File: src/shared/pis_pkg.sv
package pis_pkg;

  // ----------------------------------------------------------------
  // Working register file geometry and layout
  // ----------------------------------------------------------------
  localparam int NV_WORDS = 8;
  localparam int NV_AW = 3;
  localparam int DW = 8;
  localparam int ADDR_W = 7;
  localparam int OFFS_W = 4;
  localparam logic [NV_AW-1:0] REG_I2C_BASE = 3'h0;
  localparam logic [NV_AW-1:0] REG_PMB_BASE = 3'h1;
  localparam logic [NV_AW-1:0] REG_EN_OPT = 3'h2;
  localparam logic [NV_AW-1:0] LAST_WORD = 3'h7;
  localparam int EN_OPT_OVR_BIT = 0;
  localparam int EN_OPT_ON_BIT = 1;
  localparam logic [DW-1:0] WORK_RESET = 8'h00;
  localparam logic [ADDR_W-1:0] ADDR_ZERO = 7'h00;
  localparam logic [OFFS_W-1:0] OFFS_RESET = 4'h0;

  // ----------------------------------------------------------------
  // Clock
  // ----------------------------------------------------------------
  localparam int CLK_HZ = 20000000;
  localparam int SYNC_STAGES = 2;

  typedef enum {
    PIS_RESET,
    PIS_LOAD,
    PIS_ADDR,
    PIS_RUN
  } pis_state_t;

  typedef struct packed {
    logic bias_ok;
    logic core_rail_ok;
    logic osc_stable;
  } pis_mon_t;

  typedef struct packed {
    logic valid;
    logic floating;
    logic [OFFS_W-1:0] offset;
  } pis_strap_t;

  typedef struct packed {
    logic valid;
    logic [NV_AW-1:0] addr;
    logic [DW-1:0] data;
  } pis_cmd_t;

endpackage : pis_pkg

File: src/verilog/pis_sequencer.sv
`timescale 1ns/10ps
`default_nettype none
module pis_sequencer (
  input wire logic mclk,
  input wire logic rst_n,
  input wire pis_pkg::pis_mon_t mon,
  input wire logic enable_pin_cmp,
  input wire logic vin_cmp,
  input wire logic [pis_pkg::DW-1:0] nonvolatile_store_data,
  input wire pis_pkg::pis_strap_t strap,
  input wire pis_pkg::pis_cmd_t cmd,
  input wire logic [pis_pkg::NV_AW-1:0] cfg_rd_addr,
  output logic [pis_pkg::NV_AW-1:0] nonvolatile_store_addr,
  output logic nonvolatile_store_rd,
  output logic int_reset_n,
  output logic load_done,
  output logic addr_done,
  output logic digital_mode,
  output logic [pis_pkg::ADDR_W-1:0] i2c_addr,
  output logic [pis_pkg::ADDR_W-1:0] pmbus_addr,
  output logic i2c_active,
  output logic pmbus_active,
  output logic conv_enable,
  output logic [pis_pkg::DW-1:0] cfg_rd_data
);

  // ----------------------------------------------------------------
  // Monitor synchronisers
  // ----------------------------------------------------------------
  logic [2:0] mon_meta;
  logic [2:0] mon_sync;
  logic en_meta, en_sync, vin_meta, vin_sync;
  logic por_ok;

  always_ff @(posedge mclk or negedge rst_n) begin
    if (!rst_n) begin
      mon_meta <= 3'h0;
      mon_sync <= 3'h0;
      en_meta <= 1'b0;
      en_sync <= 1'b0;
      vin_meta <= 1'b0;
      vin_sync <= 1'b0;
    end else begin
      mon_meta <= mon;
      mon_sync <= mon_meta;
      en_meta <= enable_pin_cmp;
      en_sync <= en_meta;
      vin_meta <= vin_cmp;
      vin_sync <= vin_meta;
    end
  end

  assign por_ok = &mon_sync;

  // ----------------------------------------------------------------
  // Initialization sequence
  // ----------------------------------------------------------------
  pis_pkg::pis_state_t state;
  logic [pis_pkg::NV_AW-1:0] load_cnt;
  logic load_pend;
  logic [pis_pkg::NV_AW-1:0] load_wr_addr;
  logic [pis_pkg::OFFS_W-1:0] offset_q;
  logic [pis_pkg::DW-1:0] work_reg [pis_pkg::NV_WORDS];
  logic cmd_take;

  // A monitor drop restarts the whole sequence: the loaded image cannot be trusted
  always_ff @(posedge mclk or negedge rst_n) begin
    if (!rst_n) begin
      state <= pis_pkg::PIS_RESET;
      load_cnt <= pis_pkg::REG_I2C_BASE;
      load_pend <= 1'b0;
      load_wr_addr <= pis_pkg::REG_I2C_BASE;
      load_done <= 1'b0;
      addr_done <= 1'b0;
      digital_mode <= 1'b0;
      offset_q <= pis_pkg::OFFS_RESET;
      int_reset_n <= 1'b0;
      nonvolatile_store_rd <= 1'b0;
    end else if (!por_ok) begin
      state <= pis_pkg::PIS_RESET;
      load_cnt <= pis_pkg::REG_I2C_BASE;
      load_pend <= 1'b0;
      load_done <= 1'b0;
      addr_done <= 1'b0;
      digital_mode <= 1'b0;
      int_reset_n <= 1'b0;
      nonvolatile_store_rd <= 1'b0;
    end else begin
      int_reset_n <= 1'b1;
      load_pend <= nonvolatile_store_rd;
      load_wr_addr <= load_cnt;
      unique case (state)
        pis_pkg::PIS_RESET: begin
          state <= pis_pkg::PIS_LOAD;
          load_cnt <= pis_pkg::REG_I2C_BASE;
          nonvolatile_store_rd <= 1'b1;
        end
        pis_pkg::PIS_LOAD: begin
          if (nonvolatile_store_rd) begin
            if (load_cnt == pis_pkg::LAST_WORD) begin
              nonvolatile_store_rd <= 1'b0;
            end else begin
              load_cnt <= load_cnt + 3'h1;
            end
          end else if (load_pend) begin
            load_done <= 1'b1;
            state <= pis_pkg::PIS_ADDR;
          end
        end
        pis_pkg::PIS_ADDR: begin
          if (strap.valid) begin
            digital_mode <= !strap.floating;
            offset_q <= strap.floating ? pis_pkg::OFFS_RESET : strap.offset;
            addr_done <= 1'b1;
            state <= pis_pkg::PIS_RUN;
          end
        end
        pis_pkg::PIS_RUN: begin
          state <= pis_pkg::PIS_RUN;
        end
      endcase
    end
  end

  assign nonvolatile_store_addr = load_cnt;

  // ----------------------------------------------------------------
  // Working registers
  // ----------------------------------------------------------------
  // writes after load and address read, in digital mode only
  assign cmd_take = cmd.valid && load_done && addr_done && digital_mode;

  always_ff @(posedge mclk or negedge rst_n) begin
    if (!rst_n) begin
      for (int i = 0; i < pis_pkg::NV_WORDS; i++) begin
        work_reg[i] <= pis_pkg::WORK_RESET;
      end
    end else if (load_pend && !load_done) begin
      work_reg[load_wr_addr] <= nonvolatile_store_data;
    end else if (cmd_take) begin
      work_reg[cmd.addr] <= cmd.data;
    end
  end

  always_ff @(posedge mclk or negedge rst_n) begin
    if (!rst_n) begin
      cfg_rd_data <= pis_pkg::WORK_RESET;
    end else begin
      cfg_rd_data <= work_reg[cfg_rd_addr];
    end
  end

  // ----------------------------------------------------------------
  // Bus addresses
  // ----------------------------------------------------------------
  logic [pis_pkg::ADDR_W-1:0] i2c_base, pmb_base;
  assign i2c_base = work_reg[pis_pkg::REG_I2C_BASE][pis_pkg::ADDR_W-1:0];
  assign pmb_base = work_reg[pis_pkg::REG_PMB_BASE][pis_pkg::ADDR_W-1:0];

  always_ff @(posedge mclk or negedge rst_n) begin
    if (!rst_n) begin
      i2c_addr <= pis_pkg::ADDR_ZERO;
      pmbus_addr <= pis_pkg::ADDR_ZERO;
      i2c_active <= 1'b0;
      pmbus_active <= 1'b0;
    end else begin
      i2c_addr <= i2c_base + {3'h0, offset_q};
      pmbus_addr <= pmb_base + {3'h0, offset_q};
      i2c_active <= digital_mode && addr_done && (i2c_base != pis_pkg::ADDR_ZERO);
      pmbus_active <= digital_mode && addr_done && (pmb_base != pis_pkg::ADDR_ZERO);
    end
  end

  // ----------------------------------------------------------------
  // Conversion enable
  // ----------------------------------------------------------------
  logic sw_ovr, sw_on, init_ok;
  assign sw_ovr = digital_mode && work_reg[pis_pkg::REG_EN_OPT][pis_pkg::EN_OPT_OVR_BIT];
  assign sw_on = work_reg[pis_pkg::REG_EN_OPT][pis_pkg::EN_OPT_ON_BIT];
  assign init_ok = load_done && addr_done;

  // Input-bus comparator stays in force even under override, so a low
  // supply can never be switched on by software
  always_ff @(posedge mclk or negedge rst_n) begin
    if (!rst_n) begin
      conv_enable <= 1'b0;
    end else begin
      conv_enable <= init_ok && vin_sync && (sw_ovr ? sw_on : en_sync);
    end
  end
endmodule : pis_sequencer
`default_nettype wire

File: config.mk
export PLATFORM = sky130hd
export DESIGN_NAME = pis_sequencer
export DESIGN_NICKNAME = d
export VERILOG_FILES = /design/src/shared/pis_pkg.sv /design/src/verilog/pis_sequencer.sv
export SDC_FILE = /design/constraint.sdc
export NUM_CORES = 1
export LEC_CHECK = 0
export BUFFER_PORTS_ARGS = -buffer_cell sky130_fd_sc_hd__clkbuf_2
export CAP_MARGIN = 30
export CORE_AREA = 2 2 137 126
export DETAILED_ROUTE_END_ITERATION = 10
export DIE_AREA = 0 0 139 128
export PLACE_DENSITY = 0.54
export RECOVER_POWER = 25
export SYNTH_ARGS = -nofsm -noshare
export SYNTH_HDL_FRONTEND = slang
export SYNTH_SLANG_ARGS = --single-unit
File: constraint.sdc
create_clock -name mclk -period 3.5 [get_ports mclk]
set_input_delay 0 -clock mclk [delete_from_list [all_inputs] [get_ports mclk]]
set_output_delay 0 -clock mclk [all_outputs]
set_load 0.005 [all_outputs]
==> out/metrics.yaml, run 1 <==
worstPathRequired_ns: 3.83
htree_levels: 4
nNetsFinal: 616
rsz0062_at_grt: "false"
synth_cell_types: 48
antenna_found_initial: 0
wl_per_cell_um: 19.6
power_frac_seq_pct: 42.4
cp-start-kind: "flop"
syn_area_um2: 5610
cts_buffer_depth: 2
min_period_ns: 2.39
ctsRootBufferMaster: "clkbuf_16"
failed_checks: "max-capacitance violations, max-slew violations"
cts_tree: "yes"
switching_share_pct: 23.6
post-route-period-util_pct: 68.2
fin_setup_tns_ns: 0
finalNonFillerCells: 792
clock_skew_ns: 0.00893
synthAdderAreaFrac_pct: 2.95
wl_met3_um: 1130
largest_reg_flops: 49
hpwl_um: 10600
highest_layer: "met4"
grt_pass1_vias: 4431
area_growth_syn_to_layout_pct: 25.1
layout-drive-gt1-share_pct: 25.0
power_density_nw_per_um2: 490
drt_first_pass_iters: 5
clk_pin_slew_ns: 0.06
synthesis.nets: 521
vias_per_cell: 5.49
peakVddDrop_mv: 0.349
synth_top_family_by_area: "compound AO/OA/AOI/OAI gates"
netlist.area_leader.share_pct: 52.2
drtAntennaViolNets: 0
finalHoldViolCount: 0
syn_inst: 473
grt_max_degree: 61
yosysSeqAreaShare_pct: 52.2
num_vias: 4345
grt_pass1_wl_um: 24700
core_area_um2: 16400
hp-class: "input port to flop"
cts.sinks: 117
cts_buffers: 17
die-area_um2: 17800
dpl.cell_count: 728
maxCapViolations: 1
die_w_um: 139
drt-initial-drc-count: 388
slew_headroom_pct: -2.94
rows: 45
drt-met1-wl_um: 6900
portBuffers: 68
yosysMostFrequentCell: "dfrtp_1"
synth_compound_area_share_pct: 18.8
synth_mux_area_share_pct: 9.17
crit_fanout: 15
slew_viol_final: 60
p_comb_share_pct: 9.0
clk_latency_ns: 0.41
p_int_w: 0.00262
drc: 0
synth_edf_count: 0
yosys.area_share.simple_pct: 12.5
worstSetupPathType: "flop to flop"
cp-end-kind: "flop"
cts.repair.resized: 0
p_switching_w: 0.000809
timing.fmax_ghz: 0.419
leakagePower_nw: 3.30
ys_seq_elements: 117
grt-ovfl-total: 0
synthArstFlopShare_pct: 100
status: "finished, violations left"
synth_top_flop_cell: "dfrtp_1"
pwr-share-clk_pct: 48.6
synth_top_area_cell: "dfrtp_1"
grt_usage_pct: 18.1
yosysWarnings: 0
r2r_setup_slack_ns: 1.11
ios: 69
die_y_um: 128
synth_commonest_cells: "dfrtp_1, nor2_1, a22oi_1"
hold_slack_ns: 0.0452
gp_congestion: 0.783
met2_length_um: 7170
synth_xor_xnor_area_share_pct: 1.56
wirelength_um: 15500
synth_area_per_cell_um2: 11.9
start_util_pct: 34.1
antennaDiodeCount: 0
finalSetupViolCount: 0
cp_data_arrival_time_ns: 2.71
synth_area_leaders: "dfrtp_1, mux4_2, a22oi_1, a221o_1, o21ai_1"
worst_pin_slew_ns: 1.54
-- timing repair --
item,in CTS,in global routing
setup buffers,0,0
hold buffers,32,0
hold endpoints to repair,121,0
-- worst max-delay path: stages, from the launching register on --
cell and delay, ns:
dfrtp_1 0.32, nand3_1 0.07, clkbuf_1 0.30, nor3_1 0.81
nand3b_1 0.14, dlygate4sd3_1 0.58, o21ai_0 0.08
-- placed cells by master, fill, tap and decap left out, types with 11 or more instances in the layout --
| cell | count |
|---|---|
| and2_1 | 19 |
| mux2_2 | 11 |
| nand2_1 | 20 |
| a21o_1 | 12 |
| dfrtp_1 | 117 |
| dlygate4sd3_1 | 32 |
| mux4_2 | 16 |
| clkbuf_2 | 68 |
| clkbuf_16 | 17 |
| nor2_1 | 37 |
| a22oi_1 | 36 |
| a221o_1 | 23 |
| o21ai_1 | 32 |
-- cell type report --
class | count | area, um2
clock buffers | 24 | 502
clock inverters | 8 | 72.6
fillers | 1568 | 9430
inverters | 10 | 37.5
multi-input cells | 320 | 2520
flip-flops and latches | 117 | 2930
well taps | 211 | 264
repair buffers | 102 | 684
-- cells by family after synthesis --
| kind of cell | after synthesis |
|---|---|
| multiplexers | 30 |
| buffers and inverters | 36 |
| XOR/XNOR | 10 |
| AND/OR/NAND/NOR | 124 |
| AO/OA/AOI/OAI | 144 |
| flip-flops | 117 |
| adder cells (fa/ha/maj) | 12 |
-- power by group through the flow --
stage                     Clock [W]  Sequential [W]  Combinational, W
after floorplan                   0         0.00147          0.000157
after global placement            0         0.00148          0.000287
after detailed placement          0         0.00148          0.000291
after CTS                   0.00170         0.00146          0.000316
after global routing        0.00176         0.00147          0.000347
final                       0.00167         0.00146          0.000309
-- worst paths after layout --
kind,start,endpoint,depth (start not counted)
worst max-delay path,mon_sync[2]$_DFF_PN0_,offset_q[3]$_DFFE_PN0P_,6
worst min register to register,mon_meta[1]$_DFF_PN0_,mon_sync[1]$_DFF_PN0_,0
max in group asynchronous,rst_n,load_wr_addr[0]$_DFFE_PN0P_,3
worst max register to register,mon_sync[2]$_DFF_PN0_,offset_q[3]$_DFFE_PN0P_,6
worst min-delay path,nonvolatile_store_data[6],work_reg[14]$_DFFE_PN0P_,3
min in group asynchronous,rst_n,i2c_addr[0]$_DFF_PN0_,2
-- per-stage QoR --
stage	instance area (um2)	power [W]	setup slack [ns]	util [%]
after floorplan	5610	0.00163	1.81	-
after global placement	6120	0.00177	1.31	37.2
after detailed placement	6120	0.00177	1.25	37.2
after CTS	7020	0.00347	1.27	42.7
after global routing	7010	0.00358	0.837	42.6
final	7010	0.00343	1.11	42.6
-- per-layer routing --
metal	up-vias	track usage [%]
li1	1960	-
met1	2178	24.3
met2	181	28.0
met3	26	5.72
met4	0	6.18
met5	-	0
Note: power is estimated with default switching activity, not from simulation.
==> inputs of run 2 (changes only) <==
PLACE_DENSITY = 0.56   (was 0.54)
clock period = 2 ns   (was 3.5 ns; I/O delays follow)
==> run 2 against run 1 <==
The run now ends clean; maximum frequency rose by 27%; power grew 87%; critical path depth is the same; clock-buffer cell count unchanged; cell count up 3.3%; routed wire length grew 2.1%; worst hold slack worse by 0.041 ns; utilization up 1.7 points; critical endpoint is now i2c_addr[6]$_DFF_PN0_; largest cell class unchanged; highest routed layer unchanged.
==> out/metrics.yaml, run 2 (same netlist as run 1, synthesis figures left out) <==
worstHoldEndpoint: "pmb_base[1]$_DFFE_PN0P_"
cts_tree: "yes"
grt-ovfl-total: 0
peakVddDrop_mv: 0.606
fin_setup_tns_ns: 0
cp_data_arrival_time_ns: 2.17
hpwl_um: 10900
grt_pass1_wl_um: 24900
drtAntennaViolNets: 0
gp_congestion: 0.831
timing.fmax_ghz: 0.533
nFillCells: 1554
regToRegEndpoint: "i2c_addr[6]$_DFF_PN0_"
finalHoldViolCount: 0
status: "complete, no violations"
leakagePower_nw: 3.48
antennaDiodeCount: 0
r2r-start: "i2c_base[0]$_DFFE_PN0P_"
die_y_um: 128
largest_reg_flops: 49
power_density_nw_per_um2: 879
num_vias: 4465
drt_first_pass_iters: 5
worst_pin_slew_ns: 1.12
maxCapViolations: 0
cts_buffer_depth: 2
post_dp_cell_area_um2: 6340
die_w_um: 139
worstHoldStart: "nonvolatile_store_data[1]"
grt_pass1_vias: 4448
htree_levels: 4
cp-start-kind: "flop"
area_growth_syn_to_layout_pct: 30.1
r2r_setup_slack_ns: 0.12
wl_per_cell_um: 19.3
clk_latency_ns: 0.42
grt_max_degree: 44
portBuffers: 68
worstSetupPathType: "flop to flop"
clock_skew_ns: 0.00865
vias_per_cell: 5.46
crit_fanout: 4
slew_headroom_pct: 25.3
final_area_um2: 7290
ctsRootBufferMaster: "clkbuf_16"
cp-end-kind: "flop"
antenna_found_initial: 0
hold_slack_ns: 0.00470
mostFrequentLayoutCells: "dfrtp_1, clkbuf_2, nor2_1, a22oi_1"
grt_usage_pct: 18.5
post-route-period-util_pct: 93.8
final_common_cell: "dfrtp_1"
cts_buffers: 17
finalSetupViolCount: 0
rsz0062_at_grt: "false"
worst-r2r-cell-count: 6
clk_pin_slew_ns: 0.05
min_period_ns: 1.88
nNetsFinal: 643
worstPathRequired_ns: 2.29
die-area_um2: 17800
cpPeakStageDelay_ns: 0.43
ios: 69
postCtsSetupBuffers: 0
rows: 45
slowest_stage: "fa_1"
wirelength_um: 15800
start_util_pct: 34.1
core_area_um2: 16400
drt-initial-drc-count: 352
hp-class: "input port to flop"
drc: 0
cts.sinks: 117
slew_viol_final: 0
layout-drive-gt1-share_pct: 28.5
hold_depth: 2
critical_path.cell_chain: "ha_1 > fa_1 > a21o_1 > a21oi_1 > nor2_1 > xor2_1"
[run 2: changes by cell type in the layout (fill, tap and decap cells not counted), sizes merged]
cell | previous run | this run
buf | 1 | 28
bufinv | 1 | 4
clkinv | 4 | 3
clkinvlp | 3 | 0
[run 2: critical path: cells and delay by family (launching register included)]
kind	cells	cell delay (ns)
adder cells (fa/ha/maj)	2	0.65
XOR/XNOR	1	0.15
flip-flops	1	0.41
AO/OA/AOI/OAI	2	0.45
AND/OR/NAND/NOR	1	0.09
[run 2: area by class of cell]
class | instances | area [um2] | share of cell area, %
tap | 211 | 264 | 3.62
timing repair buffer | 129 | 891 | 12.2
sequential | 117 | 2930 | 40.1
clock inverter | 7 | 143 | 1.96
inverter | 10 | 37.5 | 0.515
clock buffer | 24 | 502 | 6.88
multi-input combinational | 320 | 2530 | 34.7
[run 2: layer usage]
| metal | track usage, % | part of all wire (%) |
|---|---|---|
| met1 | 25.2 | 43 |
| met2 | 27.9 | 46 |
| met3 | 5.83 | 8.1 |
| met4 | 6.65 | 2.3 |
| met5 | 0 | 0 |
[run 2: worst max path at each step]
| stage | slack, ns | start | end | cells after the start |
|---|---|---|---|---|
| final | 0.12 | i2c_base[0]$_DFFE_PN0P_ | i2c_addr[6]$_DFF_PN0_ | 6 |
| after global routing | 0.04 | i2c_base[0]$_DFFE_PN0P_ | i2c_addr[6]$_DFF_PN0_ | 6 |
| after CTS | 0.09 | mon_sync[2]$_DFF_PN0_ | offset_q[0]$_DFFE_PN0P_ | 6 |
| after detailed placement | 0.17 | i2c_base[0]$_DFFE_PN0P_ | i2c_addr[6]$_DFF_PN0_ | 6 |
| after global placement | 0.21 | offset_q[0]$_DFFE_PN0P_ | i2c_addr[6]$_DFF_PN0_ | 6 |
| after floorplan | 0.31 | offset_q[0]$_DFFE_PN0P_ | i2c_addr[6]$_DFF_PN0_ | 6 |
[run 2: power by group]
part / internal [W] / switching (W)
sequential: 0.00248 / 0.0000753
combinational: 0.000261 / 0.000299
clock: 0.00224 / 0.00105
total: 0.00498 / 0.00143
[run 2: metrics by stage]
step	total power [W]	std cells	util [%]	worst slack [ns]
2_1_floorplan	0.00285	473	-	0.309
3_3_place_gp	0.00310	755	38.6	0.206
3_5_place_dp	0.00312	755	38.6	0.169
4_1_cts	0.00647	818	44.4	0.0881
5_1_grt	0.00665	818	44.4	0.0359
6_report	0.00641	818	44.4	0.124
[run 2: timing repair]
action                                 in CTS  in global routing
hold buffers                               32                  0
gates resized for setup                     0                  1
setup endpoints to repair                   0                  4
endpoints found under the hold margin     102                  0
==> inputs of run 3 (changes only) <==
ABC_AREA = 1   (was default)
CORE_AREA = 2 2 147 135   (was 2 2 137 126)
DIE_AREA = 0 0 149 137   (was 0 0 139 128)
==> run 3 against run 2 <==
Via count is 37% higher; global-route usage is 1.3 points higher; non-clock buffer count is 14 lower; area after synthesis is 16% higher.
==> out/metrics.yaml, run 3 <==
drt-initial-drc-count: 649
crit_fanout: 6
area_growth_syn_to_layout_pct: 23.9
slew_headroom_pct: 19.8
slew_viol_final: 0
yosysMostFrequentCell: "nand2_1"
dpl.cell_count: 1187
cts_tree: "yes"
cpPeakStageDelay_ns: 0.58
synth_mux_area_share_pct: 0
clock_skew_ns: 0.00659
synth_top_area_cell: "dfrtp_1"
clk_latency_ns: 0.42
worstSetupPathType: "flop to flop"
critical_path.cell_chain: "inv_1 > nand3_1 > nor2_1 > nand3_1 > dlygate4sd3_1 > nand2_1"
synthesis.nets: 929
ctsRootBufferMaster: "clkbuf_16"
final.setup.worst_slack_ns: 0.135
place_ws_ns: 0.307
rsz0062_at_grt: "false"
status: "complete, no violations"
cp_data_arrival_time_ns: 2.23
worstPathRequired_ns: 2.36
final_area_um2: 8090
largest_reg_flops: 49
power_density_nw_per_um2: 779
nFillCells: 1959
drc: 0
synth_area_leaders: "dfrtp_1, nand2_1, nand3_1, nor2_1, inv_1"
portBuffers: 68
wl_per_cell_um: 15.5
grt_usage_pct: 19.8
synth_top_flop_cell: "dfrtp_1"
yosysSeqAreaShare_pct: 44.8
hp-class: "input port to flop"
hpwl_um: 14000
synth_edf_count: 0
cp-end-kind: "flop"
die_y_um: 137
synth_xor_xnor_area_share_pct: 0.805
r2r-start: "state[0]$_DFFE_PN0P_"
grt_max_degree: 46
cts_buffer_depth: 2
syn_inst: 881
synth_top_family_by_area: "simple AND/OR/NAND/NOR gates"
fin_setup_tns_ns: 0
leakagePower_nw: 4.47
ys_seq_elements: 117
antennaDiodeCount: 0
die-area_um2: 20400
crit_top_cell: "nand3_1"
timing.fmax_ghz: 0.536
finalHoldViolCount: 0
synth_area_per_cell_um2: 7.41
cts.sinks: 117
post-route-period-util_pct: 93.3
cts.repair.resized: 0
grt-ovfl-total: 0
synth_cell_types: 29
drtAntennaViolNets: 0
start_util_pct: 34.6
worstHoldStart: "nonvolatile_store_data[0]"
ios: 69
slowest_stage: "dlygate4sd3_1"
wirelength_um: 19400
synthArstFlopShare_pct: 100
drt_first_pass_iters: 7
htree_levels: 4
nNetsFinal: 1034
vias_per_cell: 4.89
finalNonFillerCells: 1249
yosys.area_share.simple_pct: 41.7
synth_commonest_cells: "nand2_1, nand3_1, dfrtp_1"
die_w_um: 149
rows: 48
peakVddDrop_mv: 0.583
p_total_w: 0.00630
gp_congestion: 0.884
finalSetupViolCount: 0
cts_buffers: 17
grt_pass1_wl_um: 30900
clk_pin_slew_ns: 0.06
core_area_um2: 18900
num_vias: 6113
postCtsSetupBuffers: 0
antenna_found_initial: 0
final_common_cell: "nand2_1"
synth_compound_area_share_pct: 4.54
critical_path.startpoint: "state[0]$_DFFE_PN0P_"
worst_pin_slew_ns: 1.20
netlist.area_leader.share_pct: 44.8
cp-start-kind: "flop"
min_period_ns: 1.87
syn_area_um2: 6530
post_dp_cell_area_um2: 7180
layout-drive-gt1-share_pct: 16.4
grt_pass1_vias: 5728
yosysWarnings: 0
mostFrequentLayoutCells: "nand2_1, nand3_1, dfrtp_1, clkbuf_2, nor2_1"
synthAdderAreaFrac_pct: 2.53
maxCapViolations: 0
==> run 3: cell types whose count changed in the layout (fill, tap and decap cells not counted), sizes merged, moves of 16 or more <==
cell	delta
nand4	+16
a221o	-23
nand3	+114
a22oi	-36
nor2	+28
and2	-19
mux4	-16
nand2	+383
inv	+51
==> run 3: kinds of logic after synthesis <==
| kind of cell | Yosys count |
|---|---|
| compound gates | 54 |
| simple gates | 606 |
| fa+ha+maj | 12 |
| buf+inv | 86 |
| xor+xnor | 6 |
| flops | 117 |
==> run 3: worst max-delay path, delay by kind of cell (launching register included) <==
| kind | cells | cell delay (ns) |
|---|---|---|
| simple gates | 4 | 0.74 |
| buf+inv | 2 | 0.67 |
| flops | 1 | 0.42 |
==> run 3: final cells by class <==
type / count / area [um2] / share of cell area (%)
well taps: 250 / 313 / 3.87
clock inverters: 15 / 195 / 2.41
inverters: 57 / 214 / 2.64
multi-input cells: 678 / 3240 / 40.0
repair buffers: 115 / 778 / 9.62
flip-flops and latches: 117 / 2930 / 36.2
clock buffers: 17 / 425 / 5.26
==> run 3: path summary, 6_finish.rpt <==
path / slack [ns] / endpoint / cells after the start
max in group asynchronous: 0.60 / work_reg[32]$_DFFE_PN0P_ / 3
worst min-delay path: 0.03 / work_reg[40]$_DFFE_PN0P_ / 3
worst max register to register: 0.13 / offset_q[2]$_DFFE_PN0P_ / 6
worst min register to register: 0.35 / en_sync$_DFF_PN0_ / 0
worst max-delay path: 0.13 / offset_q[2]$_DFFE_PN0P_ / 6
min in group asynchronous: 0.36 / load_pend$_DFF_PN0_ / 2
==> run 3: where the power goes <==
| part | internal [W] | total, W | switching (W) |
|---|---|---|---|
| registers | 0.00245 | 0.00251 | 0.0000569 |
| logic | 0.000201 | 0.000574 | 0.000372 |
| clock network | 0.00199 | 0.00322 | 0.00122 |
| total | 0.00465 | 0.00630 | 0.00165 |
==> run 3: layer usage <==
metal | global-route usage [%] | share of wire, % | vias up
met5 | 0 | 0 | -
met4 | 4.97 | 1.2 | 0
met3 | 4.63 | 6.8 | 17
met2 | 28.7 | 44 | 214
met1 | 29.6 | 48 | 2839
li1 | - | - | 3043
==> run 3: stage by stage <==
stage | utilization, % | hold WS (ns)
floorplan | - | -0.296
global placement | 38.1 | 0.0575
detailed placement | 38.1 | 0.0569
CTS | 42.9 | 0.0145
global route | 42.9 | 0.0326
finish | 42.9 | 0.0291
==> run 3: repair_timing <==
action                     4_1_cts  5_1_grt
hold endpoints to repair        70        0
hold buffers                    30        0
setup endpoints to repair        0        0
